### config.mk
export PLATFORM = sky130hd
export DESIGN_NAME = adcsq_top
export DESIGN_NICKNAME = d
export VERILOG_FILES = /design/src/rtl/adcsq_top.v /design/src/rtl/adcsq_clkdiv.v
export VERILOG_INCLUDE_DIRS = /design/src /design/src/common
export SDC_FILE = /design/constraint.sdc
export NUM_CORES = 1
export LEC_CHECK = 0
export BUFFER_PORTS_ARGS = -buffer_cell sky130_fd_sc_hd__buf_2
export CORE_ASPECT_RATIO = 0.7
export CORE_UTILIZATION = 35
export CTS_CLUSTER_DIAMETER = 150
export CTS_CLUSTER_SIZE = 14
export DETAILED_ROUTE_END_ITERATION = 10
export MAX_ROUTING_LAYER = met4
export PLACE_DENSITY_LB_ADDON = 0.2
export SYNTH_ARGS = -nofsm -noshare
export SYNTH_HDL_FRONTEND = slang
export SYNTH_HIERARCHICAL = 1
export SYNTH_SLANG_ARGS = --single-unit
### constraint.sdc
create_clock -name CLK_I -period 8.01 [get_ports CLK_I]
set_input_delay 2.0025 -clock CLK_I [delete_from_list [all_inputs] [get_ports CLK_I]]
set_output_delay 2.0025 -clock CLK_I [all_outputs]
set_load 0.005 [all_outputs]
### src/common/adcsq_map.vh
`ifndef ADCSQ_MAP_VH
`define ADCSQ_MAP_VH
// ----------------------------------------
// Register offsets (word index on the plain port)
// ----------------------------------------
`define ADCSQ_A_CTRL 5'h00
`define ADCSQ_A_STAT 5'h01
`define ADCSQ_A_ICLR 5'h02
`define ADCSQ_A_IEN 5'h03
`define ADCSQ_A_GLO 5'h04
`define ADCSQ_A_GHI 5'h05
`define ADCSQ_A_RESULT 5'h06
`define ADCSQ_A_CFG0 5'h08
`define ADCSQ_A_BUF0 5'h10
// ----------------------------------------
// Control register fields
// ----------------------------------------
`define ADCSQ_C_START 0
`define ADCSQ_C_CONT 1
`define ADCSQ_C_DIV_LO 2
`define ADCSQ_C_DIV_HI 5
`define ADCSQ_C_ACQ_LO 6
`define ADCSQ_C_ACQ_HI 9
`define ADCSQ_C_CNT_LO 10
`define ADCSQ_C_CNT_HI 13
// ----------------------------------------
// Channel configuration fields
// ----------------------------------------
`define ADCSQ_F_DIFF 0
`define ADCSQ_F_ALIGN 1
`define ADCSQ_F_ACQX 2
`define ADCSQ_F_EXTREF 3
`define ADCSQ_F_TEMP 4
`define ADCSQ_F_FS5 5
`define ADCSQ_F_EN 6
`define ADCSQ_F_MUX_LO 8
`define ADCSQ_F_MUX_HI 10
// ----------------------------------------
// Status bits and reset values
// ----------------------------------------
`define ADCSQ_S_DATA 0
`define ADCSQ_S_DONE 1
`define ADCSQ_CTRL_RST 16'h0000
`define ADCSQ_GAIN_RST 16'h8000
// ----------------------------------------
// Timing in converter clocks, then divider floor in system clocks, diode points and die channel
// ----------------------------------------
`define ADCSQ_CONV_CYC 34
`define ADCSQ_WAKE_CYC 20
`define ADCSQ_ACQ_BASE 4
`define ADCSQ_MIN_DIV 16
`define ADCSQ_TEMP_PTS 3
`define ADCSQ_DIE_CH 3'h6
`endif

### src/rtl/adcsq_top.v
`timescale 1ns/100ps
`include "adcsq_map.vh"
module adcsq_top #(
	parameter DIV_W = 4
) (
	// Clock and reset
	input wire CLK_I,
	input wire RST_B_I,
	// Register port
	input wire [4:0] ADDR_I,
	input wire [15:0] WDATA_I,
	input wire WR_I,
	input wire RD_I,
	output reg [15:0] RDATA_O,
	// Power mode
	input wire STOP_I,
	// Converter front end
	input wire [11:0] CONV_DATA_I,
	output reg [2:0] MUX_SEL_O,
	output reg DIFF_O,
	output reg EXT_REF_O,
	output reg FS_HIGH_O,
	output reg [1:0] BIAS_SEL_O,
	output reg SAMPLE_O,
	output reg CONV_PWR_O,
	output reg [15:0] GAIN_O,
	// Interrupt
	output reg IRQ_O
);
	localparam ST_OFF = 3'h0;
	localparam ST_WAKE = 3'h1;
	localparam ST_ACQ = 3'h2;
	localparam ST_CONV = 3'h3;
	localparam ST_NEXT = 3'h4;

	reg [15:0] ctrl_r;
	reg [10:0] cfg_r [0:7];
	reg [12:0] buf_r [0:15];
	reg [15:0] glo_r;
	reg [15:0] ghi_r;
	reg [1:0] stat_r;
	reg [1:0] ien_r;
	reg [2:0] state_r;
	reg [2:0] ch_r;
	reg [5:0] step_r;
	reg [1:0] pt_r;
	reg [3:0] wptr_r;
	reg [3:0] smp_r;
	reg [12:0] res_r;
	reg stop_a_r;
	reg stop_b_r;
	reg stop_c_r;
	reg stop_r;
	wire tick;
	wire [10:0] cfg_cur;
	wire is_temp;
	wire wr_ctrl;
	wire start_req;
	wire [5:0] acq_len;
	wire done;
	wire [12:0] res_fmt;
	integer i;

	assign cfg_cur = cfg_r[ch_r];
	// Temperature select
	// Channel six is forced to temperature whatever its field says.
	assign is_temp = cfg_cur[`ADCSQ_F_TEMP] || (cfg_cur[`ADCSQ_F_MUX_HI:`ADCSQ_F_MUX_LO] == `ADCSQ_DIE_CH);
	assign wr_ctrl = WR_I && (ADDR_I == `ADCSQ_A_CTRL);
	assign start_req = wr_ctrl && WDATA_I[`ADCSQ_C_START];
	// Acquisition extension
	// Extra steps come from the control field.
	assign acq_len = cfg_cur[`ADCSQ_F_ACQX] ?
		(6'd`ADCSQ_ACQ_BASE + {2'b00, ctrl_r[`ADCSQ_C_ACQ_HI:`ADCSQ_C_ACQ_LO]} * 6'd2) :
		6'd`ADCSQ_ACQ_BASE;
	assign done = tick && (state_r == ST_CONV) && (step_r == 6'd`ADCSQ_CONV_CYC - 6'd1);
	// Result format
	// The code sits in the low twelve bits, or in bits twelve to one when aligned.
	assign res_fmt = cfg_cur[`ADCSQ_F_ALIGN] ? {CONV_DATA_I, 1'b0} : {1'b0, CONV_DATA_I};

	// ----------------------------------------
	// Stop input synchroniser
	// ----------------------------------------
	always @(posedge CLK_I or negedge RST_B_I) begin
		if (!RST_B_I) begin
			stop_a_r <= 1'b0;
			stop_b_r <= 1'b0;
			stop_c_r <= 1'b0;
			stop_r <= 1'b0;
		end else begin
			stop_a_r <= STOP_I;
			stop_b_r <= stop_a_r;
			stop_c_r <= stop_b_r;
			if (stop_b_r == stop_c_r)
				stop_r <= stop_c_r;
		end
	end

	// Converter clock
	// Ratio field sets the step rate.
	adcsq_clkdiv #(
		.W(DIV_W)
	) u_div (
		.clk_i(CLK_I),
		.rst_b_i(RST_B_I),
		.run_i(state_r != ST_OFF),
		.ratio_i(ctrl_r[`ADCSQ_C_DIV_HI:`ADCSQ_C_DIV_LO]),
		.tick_o(tick)
	);

	// ----------------------------------------
	// Sequencer
	// ----------------------------------------
	always @(posedge CLK_I or negedge RST_B_I) begin
		if (!RST_B_I) begin
			state_r <= ST_OFF;
			ch_r <= 3'h0;
			step_r <= 6'h00;
			pt_r <= 2'h0;
			res_r <= 13'h0000;
		end else if (stop_r) begin
			// Stop abort
			// Any conversion in flight is dropped.
			state_r <= ST_OFF;
			step_r <= 6'h00;
		end else if (start_req) begin
			// Wake delay
			// Every start outside stop begins with the settle count.
			state_r <= ST_WAKE;
			ch_r <= 3'h0;
			step_r <= 6'h00;
			pt_r <= 2'h0;
		end else if (tick) begin
			case (state_r)
				ST_WAKE: begin
					// Wake delay
					// Twenty converter clocks before acquiring.
					if (step_r == 6'd`ADCSQ_WAKE_CYC - 6'd1) begin
						// An enabled first channel acquires at once, so the twentieth tick is the last idle one.
						state_r <= cfg_cur[`ADCSQ_F_EN] ? ST_ACQ : ST_NEXT;
						step_r <= 6'h00;
					end else
						step_r <= step_r + 6'd1;
				end
				ST_NEXT: begin
					if (cfg_cur[`ADCSQ_F_EN])
						state_r <= ST_ACQ;
					else if (ch_r == 3'h7)
						state_r <= ctrl_r[`ADCSQ_C_CONT] ? ST_NEXT : ST_OFF;
					if (!cfg_cur[`ADCSQ_F_EN])
						ch_r <= ch_r + 3'h1;
				end
				ST_ACQ: begin
					if (step_r == acq_len - 6'd1) begin
						state_r <= ST_CONV;
						step_r <= 6'h00;
					end else
						step_r <= step_r + 6'd1;
				end
				ST_CONV: begin
					// Conversion length
					// Thirty-four steps per conversion.
					if (step_r == 6'd`ADCSQ_CONV_CYC - 6'd1) begin
						step_r <= 6'h00;
						res_r <= res_fmt;
						// Diode points
						// Three bias points per temperature sample.
						if (is_temp && pt_r != 2'd`ADCSQ_TEMP_PTS - 2'd1) begin
							pt_r <= pt_r + 2'h1;
							state_r <= ST_ACQ;
						end else begin
							pt_r <= 2'h0;
							ch_r <= ch_r + 3'h1;
							// Sequence end
							// Single mode shuts down after the last channel.
							if (ch_r == 3'h7 && !ctrl_r[`ADCSQ_C_CONT])
								state_r <= ST_OFF;
							else
								state_r <= ST_NEXT;
						end
					end else
						step_r <= step_r + 6'd1;
				end
				default: state_r <= ST_OFF;
			endcase
		end
	end

	// ----------------------------------------
	// Buffer, count and flags
	// ----------------------------------------
	always @(posedge CLK_I or negedge RST_B_I) begin
		if (!RST_B_I) begin
			wptr_r <= 4'h0;
			smp_r <= 4'h0;
			stat_r <= 2'b00;
			for (i = 0; i < 16; i = i + 1)
				buf_r[i] <= 13'h0000;
		end else begin
			// Clear comes first so that an event in the same cycle still sets its bit.
			if (WR_I && ADDR_I == `ADCSQ_A_ICLR)
				stat_r <= stat_r & ~WDATA_I[1:0];
			if (done && !stop_r && !start_req && !(is_temp && pt_r != 2'd`ADCSQ_TEMP_PTS - 2'd1)) begin
				// Circular store
				// Store and wrap naturally at sixteen.
				buf_r[wptr_r] <= res_fmt;
				wptr_r <= wptr_r + 4'h1;
				// Sample count
				// Flag sets regardless of its enable.
				if (smp_r == ctrl_r[`ADCSQ_C_CNT_HI:`ADCSQ_C_CNT_LO]) begin
					smp_r <= 4'h0;
					stat_r[`ADCSQ_S_DATA] <= 1'b1;
				end else
					smp_r <= smp_r + 4'h1;
				if (ch_r == 3'h7)
					stat_r[`ADCSQ_S_DONE] <= 1'b1;
			end else if (start_req) begin
				// Flag release
				// A fresh start clears the data flag.
				stat_r[`ADCSQ_S_DATA] <= 1'b0;
				smp_r <= 4'h0;
			end
		end
	end

	// ----------------------------------------
	// Registers
	// ----------------------------------------
	always @(posedge CLK_I or negedge RST_B_I) begin
		if (!RST_B_I) begin
			ctrl_r <= `ADCSQ_CTRL_RST;
			ien_r <= 2'b00;
			glo_r <= `ADCSQ_GAIN_RST;
			ghi_r <= `ADCSQ_GAIN_RST;
			for (i = 0; i < 8; i = i + 1)
				cfg_r[i] <= 11'h000;
		end else begin
			if (wr_ctrl)
				ctrl_r <= WDATA_I;
			// Start bit release
			// Stop forces the start bit low; it also drops when a run ends.
			if (stop_r || (state_r == ST_OFF && !start_req))
				ctrl_r[`ADCSQ_C_START] <= 1'b0;
			if (WR_I && ADDR_I == `ADCSQ_A_IEN)
				ien_r <= WDATA_I[1:0];
			if (WR_I && ADDR_I == `ADCSQ_A_GLO)
				glo_r <= WDATA_I;
			if (WR_I && ADDR_I == `ADCSQ_A_GHI)
				ghi_r <= WDATA_I;
			// Channel configuration
			// Eight words at offsets eight to fifteen.
			if (WR_I && ADDR_I[4:3] == 2'b01)
				cfg_r[ADDR_I[2:0]] <= WDATA_I[10:0];
		end
	end

	// ----------------------------------------
	// Read port and outputs
	// ----------------------------------------
	always @(posedge CLK_I or negedge RST_B_I) begin
		if (!RST_B_I) begin
			RDATA_O <= 16'h0000;
			MUX_SEL_O <= 3'h0;
			DIFF_O <= 1'b0;
			EXT_REF_O <= 1'b0;
			FS_HIGH_O <= 1'b0;
			BIAS_SEL_O <= 2'h0;
			SAMPLE_O <= 1'b0;
			CONV_PWR_O <= 1'b0;
			GAIN_O <= `ADCSQ_GAIN_RST;
			IRQ_O <= 1'b0;
		end else begin
			RDATA_O <= 16'h0000;
			if (RD_I) begin
				if (ADDR_I[4])
					RDATA_O <= {3'h0, buf_r[ADDR_I[3:0]]};
				else if (ADDR_I[3])
					RDATA_O <= {5'h00, cfg_r[ADDR_I[2:0]]};
				else begin
					case (ADDR_I[2:0])
						3'h0: RDATA_O <= ctrl_r;
						3'h1: RDATA_O <= {state_r, wptr_r, 7'h00, stat_r};
						3'h3: RDATA_O <= {14'h0000, ien_r};
						3'h4: RDATA_O <= glo_r;
						3'h5: RDATA_O <= ghi_r;
						3'h6: RDATA_O <= {3'h0, res_r};
						default: RDATA_O <= 16'h0000;
					endcase
				end
			end
			// Selector drive
			// Channel and pairing from configuration.
			MUX_SEL_O <= cfg_cur[`ADCSQ_F_MUX_HI:`ADCSQ_F_MUX_LO];
			DIFF_O <= cfg_cur[`ADCSQ_F_DIFF] && !is_temp;
			// Reference choice
			// Temperature forces internal reference at low range.
			EXT_REF_O <= cfg_cur[`ADCSQ_F_EXTREF] && !is_temp;
			FS_HIGH_O <= cfg_cur[`ADCSQ_F_FS5] && !is_temp && !cfg_cur[`ADCSQ_F_EXTREF];
			GAIN_O <= (cfg_cur[`ADCSQ_F_FS5] && !is_temp) ? ghi_r : glo_r;
			BIAS_SEL_O <= is_temp ? pt_r : 2'h0;
			SAMPLE_O <= (state_r == ST_ACQ);
			// Power down
			// Converter off while idle or stopped.
			CONV_PWR_O <= (state_r != ST_OFF) && !stop_r;
			// Interrupt line
			// Enabled sticky bits drive the level.
			IRQ_O <= |(stat_r & ien_r);
		end
	end
endmodule

### src/rtl/adcsq_clkdiv.v
`timescale 1ns/100ps
module adcsq_clkdiv #(
	parameter W = 4
) (
	// Clock and reset
	input wire clk_i,
	input wire rst_b_i,
	// Control
	input wire run_i,
	input wire [W-1:0] ratio_i,
	// Enable out
	output reg tick_o
);
	reg [W+4:0] cnt_r;
	wire [W+4:0] lim;
	// ----------------------------------------
	// Converter clock enable
	// ----------------------------------------
	// Sixteen system clocks per step at least, so 34 steps give the 544 clock floor.
	assign lim = {ratio_i, 4'h0} + 5'h0f;
	always @(posedge clk_i or negedge rst_b_i) begin
		if (!rst_b_i) begin
			cnt_r <= {(W+5){1'b0}};
			tick_o <= 1'b0;
		end else if (!run_i) begin
			cnt_r <= {(W+5){1'b0}};
			tick_o <= 1'b0;
		end else begin
			tick_o <= (cnt_r == lim);
			if (cnt_r == lim)
				cnt_r <= {(W+5){1'b0}};
			else
				cnt_r <= cnt_r + 1'b1;
		end
	end
endmodule

## Yosys cells after proc, flatten, opt, wreduce, memory -nomap -nowiden

Index checks and enable logic that the tools add are counted.

- Equality and inequality tests: 30
- Bitwise operators: 9
- Add/sub/neg operators: 9
- Muxes and demuxes: 68
- Div/mod/pow operators: 0
- Multipliers: 0
- Shifts and indexed selects: 0
- Reductions and logical operators: 48
- Magnitude comparators: 6

Operators by type and width:

| kind | count |
|---|---|
| 208-bit bitwise mux | 1 |
| 16-bit case mux with 6 select lines | 1 |
| 88-bit bitwise mux | 1 |
| 11-bit binary-select mux with 3-bit select | 2 |
| 16-bit two-way mux | 4 |
| 11-bit two-way mux | 5 |
| 13-bit binary-select mux with 4-bit select | 1 |
| 13-bit demux with 4-bit select | 1 |
| 13-bit two-way mux | 4 |
| 3-bit two-way mux | 17 |
| 6-bit two-way mux | 7 |
| 11-bit demux with 3-bit select | 1 |
| 1-bit logical AND | 22 |
| 3-bit equality test (second input constant) | 6 |
| 9-bit two-way mux | 2 |
| 6-bit case mux with 3 select lines | 1 |
| 2-bit two-way mux | 7 |
| 4-bit two-way mux | 3 |
| 3-bit case mux with 4 select lines | 1 |
| 5-bit by 2-bit equality test with 1-bit output (second input constant) | 2 |
| 5-bit by 3-bit equality test with 1-bit output (second input constant) | 2 |
| 5-bit >= comparator (second input constant) | 2 |
| 4-bit NOT with 5-bit output | 2 |
| 5-bit AND reduction | 2 |
| 43 further kinds | 73 |

- RAM bits: 0
- Memories: 0
- Latch bits: 0
- Output and inout port bits: 43
- ROM bits: 0
- Word-level logic and storage cells: 223
- Register bits after elaboration: 440

## Logic depth before layout (Yosys ltp)

- Word-level depth: 13
- Mapped depth: 14
- Gate-level depth less buffers: 12

## Modules after synthesis

Netlist, hierarchy kept.

Modules (own cells, without submodules):

| module | cells an instance | area each (um^2) | instances |
|---|---|---|---|
| adcsq_top | 1634 | 20253.2 | 1 |
| adcsq_clkdiv | 46 | 524.3 | 1 |

## Worst setup path before layout

No wires, ideal clock.

- Path kind: in2reg
- From: in ADDR_I[0]
- To: reg RDATA_O[10]
- Path buffers: 2
- Slack: 3814 ps
- Stages: 6
- Arrival: 4077 ps
- Data required time: 7891 ps
- Library setup time: 119 ps
- Cell sequence: buf_1 > buf_1 > mux4_2 > mux4_2 > a21oi_1 > nor2b_1

- Word-level cells in the longest chain between the ends: 7

RTL lines:

| what | line | RTL |
|---|---|---|
| start, declared | adcsq_top.v:10 | `input wire [4:0] ADDR_I,` |
| 3-bit NOT with 4-bit output (not written as such) | adcsq_top.v:277 | `RDATA_O <= {5'h00, cfg_r[ADDR_I[2:0]]};` |
| 11-bit binary-select mux with 3-bit select | adcsq_top.v:277 |  |
| 11-bit two-way mux (not written as such) (2 in a row) | adcsq_top.v:277 |  |
| 16-bit two-way mux | adcsq_top.v:276 | `else if (ADDR_I[3])` |
| 16-bit two-way mux (*) | adcsq_top.v:274 | `if (ADDR_I[4])` |
| 16-bit two-way mux (*) | adcsq_top.v:273 | `if (RD_I) begin` |
| end signal, assigned | adcsq_top.v:275 | `RDATA_O <= {3'h0, buf_r[ADDR_I[3:0]]};` |
| end signal, assigned | adcsq_top.v:277 |  |
| end signal, assigned | adcsq_top.v:280 | `3'h0: RDATA_O <= ctrl_r;` |
| end, declared | adcsq_top.v:14 | `output reg [15:0] RDATA_O,` |

Mark *: on every way between the ends. The rest lies on a longest branch, timed or not. The select of a mux whose other input is x is not followed.
A chain may end at the register's enable or synchronous reset.

## Worst setup path after layout

- From: in ADDR_I[3]
- To: reg buf_r[35] in the netlist's numbering

- Word-level cells in the longest chain between the ends: 6

RTL lines:

| what | line | RTL |
|---|---|---|
| 5-bit logical NOT (no line) | - |  |
| 1-bit logical AND | adcsq_top.v:68 | `` assign wr_ctrl = WR_I && (ADDR_I == `ADCSQ_A_CTRL); `` |
| 1-bit logical AND | adcsq_top.v:69 | `` assign start_req = wr_ctrl && WDATA_I[`ADCSQ_C_START]; `` |
| 1-bit logical NOT | adcsq_top.v:202 | `` if (done && !stop_r && !start_req && !(is_temp && pt_r != 2'd`ADCSQ_TEMP_PTS - 2'd1)) begin `` |
| 1-bit logical AND (2 in a row) | adcsq_top.v:202 |  |
| end signal, assigned by index | adcsq_top.v:205 | `buf_r[wptr_r] <= res_fmt;` |
| end, declared | adcsq_top.v:38 | `reg [12:0] buf_r [0:15];` |

Every way passes these cells.

==> impl_metrics.yaml <==
outcome:
  status: "finished clean"
timing:
  tightestPinTransition_ns: 1.14
  finalHoldViolCount: 0
  fin_crit_ns: 5.01
  fin_tns_setup_ns: 0
  finClkSkew_ns: 0.0322
  worst_slew_margin_rel: 0.241
  rsz0062_at_grt: "no"
  setup_viol: 0
  final_max_slew_viol_count: 0
  fin_crit_sh: 0.626
  clock.fmax_mhz: 199
clock_tree:
  cts_setup_buffers: 0
  numCtsBuffers: 37
  ctsResizeCount: 0
  root_buffer: "clkbuf_16"
  clock_path_buffers: 3
  cts_sinks: 440
  h-tree-depth: 2
  cts_hold_buf: 0
  clk_pin_slew_ns: 0.06
  clk_latency_ns: 0.56
  cts_tree: "done"
placement:
  placed_area_sq_um: 21700
  hpwl_um: 36500
  portBuffers: 80
  gp_congestion: 0.818
synth:
  syn_inst: 1680
  synth.avg_cell_area_sq_um: 12.4
  ys_ff_latch: 440
  synth_edf_count: 0
  synthDistinctLibCells: 74
  netlist_top_cells_area: "dfrtp_1 53%, mux4_2 12%, mux2_2 8.5%, nand2_1 4.9%, o21ai_1 3.3%"
  synth.most_common_cell: "dfrtp_1"
  yosysTopAreaCell: "dfrtp_1"
  synth_ff_type: "dfrtp_1"
  ys_warn_count: 6
  async_reset_ff_frac: 1.00
  synth_nets: 1731
  synthTopCellsByCount: "437 x dfrtp_1, 272 x nand2_1, 157 x mux2_2"
  ys_seq_area_frac: 0.530
  syn_area_sq_um: 20800
  synth_top_area_frac: 0.526
pwr:
  cellLeakagePower_nw: 9.88
  ir_drop_mv: 0.132
  power_density_nw_per_um2: 215
cells_and_area:
  antenna_cells: 0
  nNetsFinal: 1746
  drive_gt1_frac: 0.275
  stdcell_area_sq_um: 22800
  areaGrowthSynthToFinish_pct: 9.52
  nFillCells: 5662
global_route:
  grt_start_max_net_pins: 155
  met3_usage: 0.0386
  met1_usage: 0.309
  grt_pass1_wl_um: 87200
  antenna_found_initial: 5
  use_met2: 0.266
  grt_usage: 0.199
  first_global_vias: 13420
  grt-ovfl-total: 0
  grt.busiest_layer: "met1"
drt:
  wl_per_cell_um: 22.5
  wl_um: 56300
  num_vias: 13402
  ant_nets: 0
  dr.pass1.iters: 5
  drc_errors: 0
  vias_per_cell: 5.36
  drt-initial-drc-count: 1043
floorplanning:
  die_area_sq_um: 60400
  die_h_um: 206
  rows: 74
  chipWidth_um: 293
  io-pin-count: 81
  start_util: 0.355
  core_sq_um: 58500
critical_path:
  critPathCaptureType: "flip-flop"
  startpoint_type: "input port"
  critPathKind: "input port to flip-flop"
  cp.arrival_ns: 5.45
  critPathMaxFanout: 43
  critPathRequiredTime_ns: 8.44
worst_hold_path:
  hp-class: "flip-flop to flip-flop"
run:
  drv_cap: 0
[placed cells by master (no fill, tap or decap), types with 6 or more instances in the layout]
cell type  netlist  routed
dfrtp_1        437     437
mux2i_1         30      29
nand3_1         15      15
xor2_1          15      15
mux4_2         114     114
xnor2_1         10      10
a211oi_1        11      11
nand2b_1         7       7
and3_1           6       6
o21ai_0         97      97
nor2b_1         30      30
clkbuf_16        0      39
or3_1            6       6
nand2_1        272     272
nor2_1          38      38
ha_1            13      13
a311oi_1        12      12
mux2_2         157     157
buf_2           25      77
clkbuf_1        61       6
nand2_2          7       7
nand3_4         11      11
o21ai_1        138     138
a21oi_1         27      27
inv_1           11      11
o21ai_2          8       8
buf_4           11      23
[layout make-up]
cell class | instances | area (sq um) | share of cell area
inverter | 12 | 45.0 | 0.00198
multi-input combinational | 1100 | 9060 | 0.398
clock inverter | 2 | 17.5 | 0.000770
clock buffer | 45 | 998 | 0.0439
sequential | 440 | 11000 | 0.484
timing repair buffer | 104 | 624 | 0.0274
tap | 798 | 998 | 0.0439
[power by group]
| group | internal, W | switching [W] | total [W] | leakage (nW) |
|---|---|---|---|---|
| clock | 0.000875 | 0.000822 | 0.00170 | 0.497 |
| sequential | 0.00240 | 0.000120 | 0.00252 | 5.90 |
| combinational | 0.000313 | 0.000355 | 0.000668 | 3.48 |
[layer usage]
layer	routed length [um]	part of all wire
met5	0	0
met4	839	0.015
met3	3550	0.063
met2	22900	0.41
met1	29000	0.52
[registers in the layout (all words and copies together), names as in the netlist, 2 cells and up]
register	flops
buf_r	208
wptr_r	4
step_r	6
stat_r	2
MUX_SEL_O	3
ghi_r	16
smp_r	4
cfg_r	88
GAIN_O	16
BIAS_SEL_O	2
ch_r	3
RDATA_O	16
res_r	13
pt_r	2
glo_r	16
state_r	3
ctrl_r	16
ien_r	2
u_div/cnt_r	9
[critical path, stage by stage]
cell	delay, ns
buf_2	0.78
nor3b_2	0.19
and3_1	0.34
or3_4	0.55
nor2_8	0.54
nand4_2	0.62
o21ai_0	0.38
[per-stage QoR]
step | std cells | hold WS [ns] | setup slack (ns) | utilization | total power (W)
2_1_floorplan | 1680 | 0.331 | 3.81 | - | 0.00295
3_3_place_gp | 2454 | 0.336 | 2.53 | 0.372 | 0.00321
3_5_place_dp | 2454 | 0.352 | 2.38 | 0.372 | 0.00323
4_1_cts | 2501 | 0.368 | 2.97 | 0.389 | 0.00494
5_1_grt | 2501 | 0.373 | 2.69 | 0.389 | 0.00510
6_report | 2501 | 0.362 | 3.00 | 0.389 | 0.00488
[cells by family (layout without fill, tap and decap cells)]
group	count (synthesis)	in the layout	share of synthesized area
buffers and inverters	140	163	0.0346
multiplexers	302	302	0.224
AO/OA/AOI/OAI	324	324	0.0884
XOR/XNOR	25	25	0.0105
adder cells (fa/ha/maj)	14	14	0.00831
flip-flops	440	440	0.530
AND/OR/NAND/NOR	435	435	0.104
[final timing paths]
| path | start | end | slack (ns) | cells past startpoint |
|---|---|---|---|---|
| worst max-delay path | ADDR_I[3] | buf_r[35]$_DFFE_PN0P_ | 3.00 | 7 |
| worst min-delay path | stop_a_r$_DFF_PN0_ | stop_b_r$_DFF_PN0_ | 0.36 | 0 |
| worst max register to register | ch_r[2]$_DFFE_PN0P_ | step_r[4]$_DFFE_PN0P_ | 4.03 | 12 |
| worst min register to register | stop_a_r$_DFF_PN0_ | stop_b_r$_DFF_PN0_ | 0.36 | 0 |
| max in group asynchronous | RST_B_I | RDATA_O[15]$_DFF_PN0_ | 5.13 | 2 |
| min in group asynchronous | RST_B_I | cfg_r[69]$_DFFE_PN0P_ | 1.43 | 1 |
No activity file was read; power rests on OpenSTA's default activity.
